--- src/logic/video_clamp_defs.vh ---
// Purpose: constants for the video clamp control block
// Assumes: 50 MHz clk, register port with read data one cycle later
// Notes: offsets are word indexes on the plain register port
`ifndef VIDEO_CLAMP_DEFS_VH
`define VIDEO_CLAMP_DEFS_VH

`define ADDR_CTRL 4'h0
`define ADDR_START 4'h1
`define ADDR_WIDTH 4'h2
`define ADDR_CODE0 4'h3
`define ADDR_CODE1 4'h4
`define ADDR_CODE2 4'h5
`define ADDR_GAIN0 4'h6
`define ADDR_GAIN1 4'h7
`define ADDR_GAIN2 4'h8
`define ADDR_STATUS 4'h9

`define CTRL_EXT_SEL 0
`define CTRL_SYNC_POL 1
`define CTRL_MID_CH1 2
`define CTRL_MID_CH2 3
`define CTRL_MID_CH3 4
`define CTRL_SLICE_SEL 5
`define CTRL_EN 6

`define CTRL_RESET 8'h0040
`define START_RESET 12'h0010
`define WIDTH_RESET 12'h0020
`define CODE_RESET 8'h0080
`define GAIN_RESET 8'h0000
`define MID_SCALE 8'h0080

`endif

--- src/logic/video_clamp_control.v ---
// Purpose: clamp window and per-channel clamp control for a digitizer
// Assumes: 50 MHz clk, plain register port, pins from another domain
// Notes: gain registers stored only; they never touch clamp level
//
// Decided for this implementation: strobed register access and the address map.
`include "video_clamp_defs.vh"
`timescale 1ns/100ps
`default_nettype none
module video_clamp_control #(
    parameter CW = 12
) (
    input wire clk, // master clock
    input wire rst_b, // chip reset, active low
    input wire [3:0] addr, // register index
    input wire [15:0] wdata, // write data
    input wire wr, // write strobe
    input wire rd, // read strobe
    output reg [15:0] rdata_q, // read data, cycle after rd
    input wire line_sync_in, // line sync pin
    input wire external_clamp_pulse, // external clamp pin
    output reg [23:0] clamp_level_q, // three blanking targets
    output reg [2:0] clamp_on_q, // per-channel clamp enable
    output reg slicer_clamp_q, // slicer input clamp enable
    output reg slicer_sel_q, // slicer source is dedicated input
    output reg sync_out_en_q // composite sync output enable
);
    // ************************************************************
    // reset and pin synchronisers
    // ************************************************************
    reg rst_s1_q, rst_s2_q;
    wire rst_i = rst_s2_q;
    reg [1:0] hs_sync_q, ext_sync_q;
    reg hs_prev_q;

    // caught asynchronously, released on clock
    always @(posedge clk or negedge rst_b)
    begin
        if (!rst_b)
        begin
            rst_s1_q <= 1'b0;
            rst_s2_q <= 1'b0;
        end
        else
        begin
            rst_s1_q <= 1'b1;
            rst_s2_q <= rst_s1_q;
        end
    end

    always @(posedge clk or negedge rst_i)
    begin
        if (!rst_i)
        begin
            hs_sync_q <= 2'b00;
            ext_sync_q <= 2'b00;
        end
        else
        begin
            hs_sync_q <= {hs_sync_q[0], line_sync_in};
            ext_sync_q <= {ext_sync_q[0], external_clamp_pulse};
        end
    end

    // ************************************************************
    // registers
    // ************************************************************
    reg [7:0] ctrl_q;
    reg [CW-1:0] start_q, width_q;
    reg [7:0] code_q [0:2];
    reg [7:0] gain_q [0:2];
    reg [2:0] seen_q;
    integer i;

    wire pol = ctrl_q[`CTRL_SYNC_POL];
    wire hs_act = hs_sync_q[1] ^ pol;
    wire hs_edge = hs_act & ~hs_prev_q;
    wire ext_win = ext_sync_q[1];
    wire int_win;

    always @(posedge clk or negedge rst_i)
    begin
        if (!rst_i)
        begin
            ctrl_q <= `CTRL_RESET;
            start_q <= `START_RESET;
            width_q <= `WIDTH_RESET;
            for (i = 0; i < 3; i = i + 1)
            begin
                code_q[i] <= `CODE_RESET;
                gain_q[i] <= `GAIN_RESET;
            end
        end
        else if (wr)
        begin
            case (addr)
                `ADDR_CTRL: ctrl_q <= wdata[7:0];
                `ADDR_START: start_q <= wdata[CW-1:0];
                `ADDR_WIDTH: width_q <= wdata[CW-1:0];
                `ADDR_CODE0: code_q[0] <= wdata[7:0];
                `ADDR_CODE1: code_q[1] <= wdata[7:0];
                `ADDR_CODE2: code_q[2] <= wdata[7:0];
                `ADDR_GAIN0: gain_q[0] <= wdata[7:0];
                `ADDR_GAIN1: gain_q[1] <= wdata[7:0];
                `ADDR_GAIN2: gain_q[2] <= wdata[7:0];
                default: ;
            endcase
        end
    end

    // ************************************************************
    // clamp window
    // ************************************************************
    clamp_window_gen #(.CW(CW)) u_win (
        .clk(clk),
        .rst_b(rst_i),
        .sync_edge(hs_edge),
        .start_cnt(start_q),
        .width_cnt(width_q),
        .window_q(int_win)
    );

    // window must sit on a porch; software places it there
    wire win = ctrl_q[`CTRL_EN] &
        (ctrl_q[`CTRL_EXT_SEL] ? ext_win : int_win);

    wire [23:0] lvl;
    wire [2:0] on;
    genvar g;
    generate
        for (g = 0; g < 3; g = g + 1)
        begin : ch
            clamp_channel u_ch (
                .clk(clk),
                .rst_b(rst_i),
                .clamp_code(code_q[g]),
                .mid_level(ctrl_q[`CTRL_MID_CH1 + g]),
                .window(win),
                .level_q(lvl[8*g +: 8]),
                .clamp_on_q(on[g])
            );
        end
    endgenerate

    // ************************************************************
    // outputs and status
    // ************************************************************
    always @(posedge clk or negedge rst_i)
    begin
        if (!rst_i)
        begin
            hs_prev_q <= 1'b0;
            clamp_level_q <= 24'h00_0000;
            clamp_on_q <= 3'b000;
            slicer_clamp_q <= 1'b0;
            slicer_sel_q <= 1'b0;
            sync_out_en_q <= 1'b0;
            seen_q <= 3'b000;
        end
        else
        begin
            hs_prev_q <= hs_act;
            clamp_level_q <= lvl;
            clamp_on_q <= on;
            slicer_sel_q <= ctrl_q[`CTRL_SLICE_SEL];
            slicer_clamp_q <= ctrl_q[`CTRL_SLICE_SEL] & on[0];
            sync_out_en_q <= ~ctrl_q[`CTRL_MID_CH1];
            // sticky seen bits: set wins over read clear
            seen_q <= ((rd && addr == `ADDR_STATUS) ? 3'b000 : seen_q)
                | {hs_edge, ext_win, win};
        end
    end

    // ************************************************************
    // read port
    // ************************************************************
    always @(posedge clk or negedge rst_i)
    begin
        if (!rst_i)
            rdata_q <= 16'h0000;
        else if (rd)
        begin
            case (addr)
                `ADDR_CTRL: rdata_q <= {8'h00, ctrl_q};
                `ADDR_START: rdata_q <= {{(16-CW){1'b0}}, start_q};
                `ADDR_WIDTH: rdata_q <= {{(16-CW){1'b0}}, width_q};
                `ADDR_CODE0: rdata_q <= {8'h00, code_q[0]};
                `ADDR_CODE1: rdata_q <= {8'h00, code_q[1]};
                `ADDR_CODE2: rdata_q <= {8'h00, code_q[2]};
                `ADDR_GAIN0: rdata_q <= {8'h00, gain_q[0]};
                `ADDR_GAIN1: rdata_q <= {8'h00, gain_q[1]};
                `ADDR_GAIN2: rdata_q <= {8'h00, gain_q[2]};
                `ADDR_STATUS: rdata_q <= {10'h000, hs_act, win,
                    1'b0, seen_q};
                default: rdata_q <= 16'h0000;
            endcase
        end
        else
            rdata_q <= 16'h0000;
    end
endmodule // video_clamp_control
`default_nettype wire

--- src/logic/clamp_window_gen.v ---
// Purpose: internal clamp window timed from active line sync edge
// Assumes: sync already synchronised and polarity corrected
// Notes: a new edge restarts the delay
`timescale 1ns/100ps
`default_nettype none
module clamp_window_gen #(
    parameter CW = 12
) (
    input wire clk, // clock
    input wire rst_b, // synced reset, active low
    input wire sync_edge, // active sync edge pulse
    input wire [CW-1:0] start_cnt, // clocks from edge to window
    input wire [CW-1:0] width_cnt, // window length in clocks
    output reg window_q // internal clamp window
);
    reg [CW-1:0] cnt_q;
    reg delay_q;

    always @(posedge clk or negedge rst_b)
    begin
        if (!rst_b)
        begin
            cnt_q <= {CW{1'b0}};
            delay_q <= 1'b0;
            window_q <= 1'b0;
        end
        else if (sync_edge)
        begin
            cnt_q <= start_cnt;
            delay_q <= 1'b1;
            window_q <= 1'b0;
        end
        else if (delay_q)
        begin
            if (cnt_q == {CW{1'b0}})
            begin
                delay_q <= 1'b0;
                window_q <= (width_cnt != {CW{1'b0}});
                cnt_q <= width_cnt - {{(CW-1){1'b0}}, 1'b1};
            end
            else
                cnt_q <= cnt_q - {{(CW-1){1'b0}}, 1'b1};
        end
        else if (window_q)
        begin
            if (cnt_q == {CW{1'b0}})
                window_q <= 1'b0;
            else
                cnt_q <= cnt_q - {{(CW-1){1'b0}}, 1'b1};
        end
    end
endmodule // clamp_window_gen
`default_nettype wire

--- src/logic/clamp_channel.v ---
// Purpose: one channel's clamp level target and clamp enable
// Assumes: code and mode held by top registers
// Notes: level is the converter code that blanking maps to
`timescale 1ns/100ps
`default_nettype none
module clamp_channel (
    input wire clk, // clock
    input wire rst_b, // synced reset, active low
    input wire [7:0] clamp_code, // programmed clamp code
    input wire mid_level, // centre on mid-scale
    input wire window, // clamp window
    output reg [7:0] level_q, // blanking target code
    output reg clamp_on_q // clamp enable
);
    // offset is code/2 - 64, range -64 to +63, spans 128 codes
    wire signed [9:0] offs = $signed({2'b00, clamp_code[7:1]}) - 10'sd64;
    wire signed [9:0] base = mid_level ? 10'sd128 : 10'sd0;
    wire signed [9:0] sum = base + offs;

    always @(posedge clk or negedge rst_b)
    begin
        if (!rst_b)
        begin
            level_q <= 8'h00;
            clamp_on_q <= 1'b0;
        end
        else
        begin
            if (sum < 10'sd0)
                level_q <= 8'h00;
            else
                level_q <= sum[7:0];
            clamp_on_q <= window;
        end
    end
endmodule // clamp_channel
`default_nettype wire

--- config.mk ---
export PLATFORM = sky130hd
export DESIGN_NAME = video_clamp_control
export DESIGN_NICKNAME = d
export VERILOG_FILES = /design/src/logic/video_clamp_control.v /design/src/logic/clamp_window_gen.v /design/src/logic/clamp_channel.v
export VERILOG_INCLUDE_DIRS = /design/src /design/src/logic
export SDC_FILE = /design/constraint.sdc
export NUM_CORES = 1
export LEC_CHECK = 0
export ABC_AREA = 0
export BUFFER_PORTS_ARGS = -buffer_cell sky130_fd_sc_hd__buf_2
export CORE_ASPECT_RATIO = 1.1
export CORE_UTILIZATION = 55
export CTS_BUF_LIST = sky130_fd_sc_hd__clkbuf_4
export CTS_CLUSTER_SIZE = 14
export DETAILED_ROUTE_END_ITERATION = 10
export GPL_ROUTABILITY_DRIVEN = 0
export PLACE_DENSITY_LB_ADDON = 0.08
export SETUP_SLACK_MARGIN = 0.02
export SLEW_MARGIN = 5
export SYNTH_ARGS = -nofsm -noshare
export SYNTH_HDL_FRONTEND = slang
export SYNTH_SLANG_ARGS = --single-unit
--- constraint.sdc ---
create_clock -name clk -period 4.7 [get_ports clk]
set_input_delay 0.94 -clock clk [delete_from_list [all_inputs] [get_ports clk]]
set_output_delay 0.94 -clock clk [all_outputs]
set_load 0.01 [all_outputs]
==> run summary, run 1 <==
- **number of enable-type register cells in the synthesized netlist** 0
- **ordered list of cells on the worst path** buf_2 > nor2b_1 > nand2_1 > nor2_1 > mux2_2
- **count of vias placed by the detailed router** 4,770
- **crit path launch type** primary input
- **dominant register cell in the synthesized netlist** dfrtp_1
- **period utilization** 54.7%
- **H-Tree Depth** 4
- **unrepaired setup endpoints after global routing** no
- **Post-Place Setup Slack** 1.53 ns
- **register area share after synthesis** 59.4%
- **residual overflow from global routing** 0
- **master cell of the clock root buffer** clkbuf_4
- **maximum number of pins on one net before global-route repair** 97
- **number of global-route vias before repair** 4,576
- **Post-Place Cell Area** 7560 um2
- **#FFs+latches synth** 169
- **TritonCTS clock tree** done
- **Residual DRC** 0
- **f_max** 389 MHz
- **Worst VDD drop** 0.239 mV
- **kind of cell adding the most delay to the critical path** simple AND/OR/NAND/NOR gates
- **initial antenna violation count** 1
- **final WL** 15.7 mm
- **source of the worst register-to-register timing path** u_win.cnt_q[0]
- **first-pass GRT wire length** 25.2 mm
- **number of nets still failing antenna checks after routing** 0
- **average via count per standard cell** 6.01
- **final net count** 653
- **Max Cap Violations** 0
- **worst slew margin relative to its limit** 39.8%
- **quantity of I/O buffers inserted on ports** 63
- **most frequent cells in the layout** dfrtp_1, mux2_2, buf_2, nand2_1, nor2_1
- **Row Count** 43
- **count of instances resized after the clock tree is built** 0
- **drt pass-1 iters** 7
- **Starting DRT DRC Count** 443
- **Leak Pwr** 0.00353 uW
- **transition time at the pin with the least slew margin** 0.903 ns
- **Critical Path Sink Type** flop
- **Global Route Usage Sum** 25.1%
- **maximum fanout along the worst path** 22
- **Req. time, crit path** 5.19 ns
- **layout overhead on the synthesized area** 9.95%
- **Min-Delay Path Class** in2async
- **minimum setup slack in the final design** 2.13 ns
- **total half-perimeter wirelength after legalization and detailed placement** 10.9 mm
- **setup clock skew after layout** 0.0209 ns
- **final design area excluding fillers** 7840 um2
- **core outline area** 12,600 um2
- **die footprint** 13,400 um2
- **Num CTS Buffers** 17
- **gate count of the mapped netlist** 561
- **most common library cell in the layout ignoring fill and taps** dfrtp_1
- **total I/O pin count** 72
- **die boundary width** 111 um
- **share of final-layout standard cells stronger than drive strength 1** 31.8%
- **FFs w/ async S/R, synth** 100%
- **result of the run** complete, no violations
- **overall die height** 121 um
- **startpoint of the most critical setup path** addr[2]
- **worst setup path category** in2reg
- **fill cell instance count of the final layout** 1,055
- **number of hold violations in the final report** 0
- **total power divided by cell area** 472 nW/um2
- **Cell variety after synth** 62
- **delay of the slowest cell on the worst path** 0.71 ns
- **number of warnings reported in the yosys synthesis log** 0
- **Avg WL per Cell** 19.8 um
- **clock transition at the registers of the reported paths** 0.15 ns
- **number of post-CTS setup repair buffers** 0
- **Mean Syn Cell Area** 12.7 um2
- **final count of negative-setup-slack endpoints** 0
- **buffers from clock root to sink, at most** 2
- **Final TNS setup** 0 ns
- **Slowest-stage cell, CP** nor2_1
- **crit path buf inv count** 1
- **data arrival at the endpoint of the critical path** 3.05 ns
- **max-slew violations** 0
- **cts-stage hold buffer count** 0
- **clock sink count** 169
- **clock latency on the worst-skew pair** 0.59 ns
- **Starting Density** 56.4%
- **time the final worst path needs with I/O delays and setup** 2.57 ns
- **cell area after synthesis** 7130 um2
path summary, 6_finish.rpt:
path,to,slack (ns),cells after the start
max,gain_q[10],2.13,5
min,rst_i,0.10,1
max reg2reg,u_win.cnt_q[11],2.63,7
min reg2reg,hs_sync_q[1],0.37,0
max in group asynchronous,start_q[4],3.22,1
min in group clk,hs_sync_q[1],0.37,0
metal layers:
layer	routed length, um	share of wire (%)	GRT usage [%]
met1	7270	46	37.1
met3	854	5.4	3.75
met5	0	0	0
met4	376	2.4	12.3
met2	7240	46	36.4
cell usage after synthesis (all sizes together), types with 6 or more instances:
master,n,area share (%)
mux2i,9,1.3
dfstp,6,2.2
xnor2,9,1.1
buf,13,1.1
inv,8,0.42
mux2,85,13
a21oi,11,0.77
nor2,30,1.6
o21ai,13,0.97
o22ai,7,0.61
xor2,6,0.74
clkbuf,12,0.63
nand2b,9,0.79
nor2b,29,2.5
a31oi,7,0.61
nand3,11,0.77
a22oi,14,1.5
nor3,14,1.4
nand2,34,1.8
and2,6,0.53
dfrtp,163,57
worst register-to-register path: stages, from the launching register on:
cell and delay [ns]:
dfrtp_1 0.44, inv_1 0.11, ha_1 0.18, nor2b_1 0.20, a41oi_2 0.18, or3_1 0.47
o31a_1 0.15, o221a_1 0.24
registers in the layout, summed over array words and instances (netlist names), 2 cells and up:
signal,cells
seen_q,3
clamp_level_q,24
rdata_q,12
gain_q,24
ch.u_ch.level_q,24
hs_sync_q,2
width_q,12
ext_sync_q,2
start_q,12
code_q,24
u_win.cnt_q,12
ctrl_q,8
where the power goes:
group          switching [uW]  internal (uW)
registers                 277           1790
clock network             565            240
logic                     410            415
logic make-up (layout without fill, tap and decap cells):
kind of cell | count (synthesis) | in the layout | synth area share, %
AOI/OAI and AO/OA | 87 | 87 | 8.85
xor gates and xnor gates | 15 | 15 | 1.84
adders and majority gates | 4 | 4 | 0.702
buffers and inverters | 33 | 105 | 2.19
DFF | 169 | 169 | 59.4
muxes | 94 | 94 | 14.7
other | 2 | 6 | 0.105
and+or+nand+nor | 157 | 157 | 12.2
per-stage QoR:
step	std cells	power, uW	hold WS (ns)	utilization, %
5_1_grt	794	3910	0.0768	62.0
3_3_place_gp	761	2880	0.333	59.8
3_5_place_dp	761	2920	0.335	59.8
2_1_floorplan	564	2630	0.331	-
6_report	794	3700	0.104	62.0
4_1_cts	793	3720	0.0758	62.0
final cells by class:
cell class | count | area [um2] | area share (%)
flip-flops and latches | 169 | 4240 | 54.1
multi-input cells | 362 | 2750 | 35.0
repair buffers | 65 | 343 | 4.37
well taps | 157 | 196 | 2.51
clock inverters | 15 | 151 | 1.93
clock buffers | 17 | 128 | 1.63
inverters | 8 | 30.0 | 0.383
diodes | 1 | 2.50 | 0.0319
No activity file was read; power rests on OpenSTA's default activity.
==> inputs of run 2 (changes only) <==
==> constraint.sdc (replaced) <==
create_clock -name clk -period 2.32 [get_ports clk]
set_input_delay 0.464 -clock clk [delete_from_list [all_inputs] [get_ports clk]]
set_output_delay 0.464 -clock clk [all_outputs]
set_load 0.01 [all_outputs]
==> run 2 against run 1 <==
  * Cell area grew 3.3%
  * Worst hold slack gained 0.039 ns
  * Clock power grew 120%
  * Total power grew 110%
  * Critical path type is now reg2reg
==> run summary, run 2 (synthesis gave the netlist of run 1 again) <==
- **layout overhead on the synthesized area** 13.6%
- **total I/O pin count** 72, unchanged
- **average via count per standard cell** 5.95, -0.98%
- **clock sink count** 169, unchanged
- **clock transition at the registers of the reported paths** 0.14 ns, about the same
- **crit path launch type** flop
- **initial antenna violation count** 1, unchanged
- **ordered list of cells on the worst path** inv_1 > ha_1 > nor2b_1 > a41oi_2 > or3_1 > o31a_1 > o221a_1
- **switching share of total power** 32.7%, -1.1 points
- **share of final-layout standard cells stronger than drive strength 1** 33.9%, +2.2 points
- **Leak Pwr** 0.00369 uW, +4.3%
- **number of nets still failing antenna checks after routing** 0, unchanged
- **Req. time, crit path** 2.80 ns, -2.39 ns
- **DR top layer** met4
- **TritonCTS clock tree** done
- **period utilization** 90.5%
- **f_max** 476 MHz
- **Global Route Usage Sum** 25.7%, +0.64 points
- **met3 wirelength from detailed routing** 1.08 mm, +27%
- **core outline area** 12,600 um2, unchanged
- **setup clock skew after layout** 0.0186 ns, -0.00222 ns
- **detailed route wirelength on metal2** 7.27 mm, +0.43%
- **most common library cell in the layout ignoring fill and taps** dfrtp_1
- **maximum fanout along the worst path** 6, -73%
- **time the final worst path needs with I/O delays and setup** 2.10 ns
- **count of vias placed by the detailed router** 4,884, +2.4%
- **kind of cell adding the most delay to the critical path** simple AND/OR/NAND/NOR gates
- **Slowest-stage cell, CP** or3_1
- **master cell of the clock root buffer** clkbuf_4
- **number of instances on the worst hold path** 2
- **final count of negative-setup-slack endpoints** 0, unchanged
- **Residual DRC** 0, unchanged
- **worst slew margin relative to its limit** 59.4%, +20 points
- **transition time at the pin with the least slew margin** 0.608 ns, -0.295 ns
- **number of cells on the critical path** 7, +2
- **first-pass GRT wire length** 25.8 mm, +2.2%
- **residual overflow from global routing** 0, unchanged
- **Critical Path Sink Type** flop
- **total power divided by cell area** 952 nW/um2, +100%
- **Final TNS setup** 0 ns, unchanged
- **total half-perimeter wirelength after legalization and detailed placement** 11.6 mm, +6.2%
- **minimum setup slack in the final design** 0.221 ns, -1.91 ns
- **Int Pwr** 5180 uW, +110%
- **result of the run** complete, no violations
- **die footprint** 13,400 um2, unchanged
- **number of global-route vias before repair** 4,688, +2.4%
- **Post-Place Setup Slack** 0.0702 ns, -1.46 ns
- **worst setup path category** reg2reg
- **power share of the combinational group** 22.7%, +0.4 points
- **Starting Density** 56.4%, unchanged
- **delay of the slowest cell on the worst path** 0.47 ns, -0.24 ns
- **crit path buf inv count** 1, unchanged
- **number of post-CTS setup repair buffers** 0, unchanged
- **Num CTS Buffers** 17, unchanged
- **R2R depth** 7, unchanged
- **quantity of I/O buffers inserted on ports** 63, unchanged
- **unrepaired setup endpoints after global routing** no
- **clock group share of total power** 23.2%, +1.4 points
- **routed length on met1** 7.40 mm, +1.9%
- **most frequent cells in the layout** dfrtp_1, mux2_2, buf_2, nand2_1, nor2_1
- **Min-Delay Path Class** in2reg
- **maximum number of pins on one net before global-route repair** 66, -32%
- **die boundary width** 111 um, unchanged
- **Row Count** 43, unchanged
- **final net count** 680, +4.1%
- **drt pass-1 iters** 6, -1
- **sequential share of power** 54.1%, -1.8 points
- **reported net switching power** 2520 uW, +100%
- **H-Tree Depth** 4, unchanged
- **Starting DRT DRC Count** 352, -21%
- **max-slew violations** 0, unchanged
- **Avg WL per Cell** 19.6 um, -1.2%
- **Max Cap Violations** 0, unchanged
- **buffers from clock root to sink, at most** 2, unchanged
- **final WL** 16.1 mm, +2.2%
- **clock latency on the worst-skew pair** 0.57 ns, -0.02 ns
- **data arrival at the endpoint of the critical path** 2.57 ns, -0.48 ns
- **overall die height** 121 um, unchanged
- **number of hold violations in the final report** 0, unchanged
- **Worst VDD drop** 0.585 mV, +140%
-- run 2: per-layer routing --
metal	GRT usage, %	vias to the layer above
met5	0	-
met4	9.50	0
met3	6.34	27
met2	38.3	177
met1	36.7	2477
li1	-	2203
-- run 2: power by group through the flow --
stage / clock network [uW] / logic (uW) / registers [uW]
floorplan: 0 / 1190 / 4150
global route: 1960 / 1930 / 4260
CTS: 1840 / 1750 / 4170
finish: 1790 / 1750 / 4170
detailed placement: 0 / 1730 / 4230
global placement: 0 / 1680 / 4200
-- run 2: repair_timing --
action                     CTS  global route
setup endpoints to repair    0             0
hold buffers                 3             0
hold endpoints to repair     4             0
gates resized for setup      0             0
-- run 2: path summary, 6_finish.rpt --
check / from / endpoint / slack, ns
setup / recovery: u_win.cnt_q[0] / u_win.cnt_q[11] / 0.22
hold / removal: wdata[10] / width_q[10] / 0.14
setup reg to reg: u_win.cnt_q[0] / u_win.cnt_q[11] / 0.22
hold reg to reg: rst_i / ctrl_q[7] / 0.26
max in group asynchronous: rst_i / start_q[4] / 1.31
min in group asynchronous: rst_b / rst_i / 0.18
-- run 2: cell type report --
cell class | count | area [um2]
antenna | 1 | 2.50
timing repair buffer | 92 | 566
fill | 997 | 4550
tap | 157 | 196
sequential | 169 | 4240
clock buffer | 17 | 128
multi-input combinational | 362 | 2750
clock inverter | 15 | 185
inverter | 8 | 30.0
-- run 2: through the flow --
stage / area, um2 / hold slack, ns / utilization (%) / power [uW] / cells
final: 8090 / 0.144 / 64.0 / 7710 / 821
after global routing: 8090 / 0.101 / 64.0 / 8160 / 821
after CTS: 8090 / 0.0998 / 64.0 / 7750 / 820
after detailed placement: 7750 / 0.249 / 61.3 / 5960 / 785
after global placement: 7750 / 0.249 / 61.3 / 5890 / 785
after floorplan: 7140 / 0.168 / - / 5330 / 564
==> inputs of run 3 (changes only) <==
==> constraint.sdc (replaced) <==
create_clock -name clk -period 2.32 [get_ports clk]
set_input_delay 0.116 -clock clk [delete_from_list [all_inputs] [get_ports clk]]
set_output_delay 0.116 -clock clk [all_outputs]
set_load 0.01 [all_outputs]
==> run 3 against run 2 <==
  * Global-route usage is 0.073 points higher
  * Register-to-register slack better by 0.03 ns
  * Clock skew is 0.0012 ns higher
  * Sequential share of layout area is 0.59 points lower
  * Sequential power hardly changed
  * Sequential cell count stayed put
  * Clock power is 4% lower
  * Largest cell class unchanged
==> run summary, run 3 (synthesis gave the netlist of run 1 again) <==
- **period utilization** 89.3%, -1.2 points
- **Starting DRT DRC Count** 376, +6.8%
- **crit path launch type** flop
- **die boundary width** 111 um, unchanged
- **layout overhead on the synthesized area** 14.8%
- **maximum fanout along the worst path** 6, unchanged
- **maximum number of pins on one net before global-route repair** 62, -6.1%
- **most frequent cells in the layout** dfrtp_1, mux2_2, buf_2, nand2_1, nor2_1
- **total I/O pin count** 72, unchanged
- **time the final worst path needs with I/O delays and setup** 2.07 ns, -0.0267 ns
- **final WL** 16.3 mm, +1.2%
- **Residual DRC** 0, unchanged
- **setup clock skew after layout** 0.0199 ns, +0.00122 ns
- **Global Route Usage Sum** 25.8%, +0.073 points
- **Num CTS Buffers** 17, unchanged
- **die footprint** 13,400 um2, unchanged
- **initial antenna violation count** 0, -1
- **residual overflow from global routing** 0, unchanged
- **Row Count** 43, unchanged
- **buffers from clock root to sink, at most** 2, unchanged
- **final count of negative-setup-slack endpoints** 0, unchanged
- **count of vias placed by the detailed router** 4,877, -0.14%
- **clock sink count** 169, unchanged
- **n_diodes** 0, -1
- **drt pass-1 iters** 5, -1
- **Critical Path Sink Type** flop
- **power share of the combinational group** 22.9%, +0.2 points
- **worst setup path category** reg2reg
- **Post-Place Setup Slack** 0.289 ns, +0.218 ns
- **most common library cell in the layout ignoring fill and taps** dfrtp_1
- **f_max** 483 MHz, +1.3%
- **first-pass GRT wire length** 25.9 mm, +0.45%
- **unrepaired setup endpoints after global routing** no
- **Avg WL per Cell** 19.6 um, about the same
- **overall die height** 121 um, unchanged
- **clock group share of total power** 22.4%, -0.8 points
- **max-slew violations** 0, unchanged
- **Worst VDD drop** 0.581 mV, -0.69%
- **transition time at the pin with the least slew margin** 0.682 ns, +0.0734 ns
- **share of final-layout standard cells stronger than drive strength 1** 33.0%, -0.95 points
- **master cell of the clock root buffer** clkbuf_4
- **total power divided by cell area** 932 nW/um2, -2.1%
- **Min-Delay Path Class** in2reg
- **core outline area** 12,600 um2, unchanged
- **worst slew margin relative to its limit** 54.3%, -5.1 points
- **minimum setup slack in the final design** 0.248 ns, +0.0267 ns
- **Leak Pwr** 0.00372 uW, +0.80%
- **Final Instance Count excl. Fillers** 830, +1.1%
- **Req. time, crit path** 2.80 ns, about the same
- **Power, Total** 7630 uW, -1.0%
- **number of placed instances with taps included** 781, -0.51%
- **count of instances resized after the clock tree is built** 0, unchanged
- **data arrival at the endpoint of the critical path** 2.55 ns, -0.02 ns
- **number of nets still failing antenna checks after routing** 0, unchanged
- **tightest hold margin** 0.120 ns, -0.0232 ns
- **switching share of total power** 33.1%, +0.39 points
- **Starting Density** 56.4%, unchanged
- **Max Cap Violations** 0, unchanged
- **H-Tree Depth** 4, unchanged
- **number of hold violations in the final report** 0, unchanged
- **reported net switching power** 2530 uW, +0.19%
- **Final TNS setup** 0 ns, unchanged
- **number of global-route vias before repair** 4,745, +1.2%
- **sequential share of power** 54.6%, +0.5 points
- **TritonCTS clock tree** done
- **result of the run** complete, no violations
- **clock latency on the worst-skew pair** 0.58 ns, about the same
- **final net count** 690, +1.5%
- **Int Pwr** 5100 uW, -1.6%
- **total half-perimeter wirelength after legalization and detailed placement** 11.4 mm, -1.4%
- **clock transition at the registers of the reported paths** 0.14 ns, about the same
- **average via count per standard cell** 5.88, -1.2%
- **quantity of I/O buffers inserted on ports** 63, unchanged
[run 3: cell count changes in the layout (fill, tap and decap cells not counted), sizes merged]
| cell | delta |
|---|---|
| diode | -1 |
| bufinv | -1 |
| dlygate4sd3 | +14 |
| clkinv | +1 |
| buf | -4 |
| clkbuf | +1 |
| inv | -1 |
[run 3: cell type report]
type	count	area, um2
multi-input combinational	362	2750
clock inverter	14	163
timing repair buffer	102	676
clock buffer	18	135
inverter	8	30.0
fill	997	4460
sequential	169	4240
tap	157	196
[run 3: critical path: stages (launching register included)]
cell and delay, ns:
dfrtp_1 0.44, inv_1 0.11, ha_1 0.19, nor2b_1 0.21, a41oi_2 0.18, or3_1 0.47
o31a_1 0.15, o221a_1 0.23
[run 3: repair_timing]
action | CTS | global route
endpoints found under the hold margin | 87 | 0
setup buffers | 0 | 0
hold buffers | 17 | 0
[run 3: power by group through the flow]
stage | registers [uW] | logic [uW] | clock network [uW]
3_5_place_dp | 4230 | 1720 | 0
3_3_place_gp | 4190 | 1690 | 0
4_1_cts | 4160 | 1750 | 1750
5_1_grt | 4250 | 1930 | 1880
6_report | 4170 | 1750 | 1710
2_1_floorplan | 4150 | 1190 | 0
[run 3: routing by layer]
metal | vias up | track usage, % | share of wire [%]
met5 | - | 0 | 0
met3 | 32 | 5.59 | 6.0
met4 | 0 | 10.3 | 2.3
li1 | 2207 | - | -
met1 | 2438 | 37.3 | 45
met2 | 200 | 38.1 | 46
[run 3: path summary, 6_finish.rpt]
check                                from           endpoint  slack (ns)  cells past startpoint
max                        u_win.cnt_q[0]    u_win.cnt_q[11]        0.25                      7
min                                    wr          gain_q[2]        0.12                      4
max in group asynchronous           rst_i         start_q[4]        1.36                      1
min in group asynchronous           rst_i  clamp_level_q[15]        0.20                      0
min reg2reg                         rst_i  clamp_level_q[15]        0.20                      0
max reg2reg                u_win.cnt_q[0]    u_win.cnt_q[11]        0.25                      7
[run 3: per-stage QoR]
stage | area [um2] | utilization [%]
after floorplan | 7140 | -
after global placement | 7720 | 61.0
after detailed placement | 7720 | 61.0
after CTS | 8190 | 64.8
after global routing | 8190 | 64.8
final | 8190 | 64.8
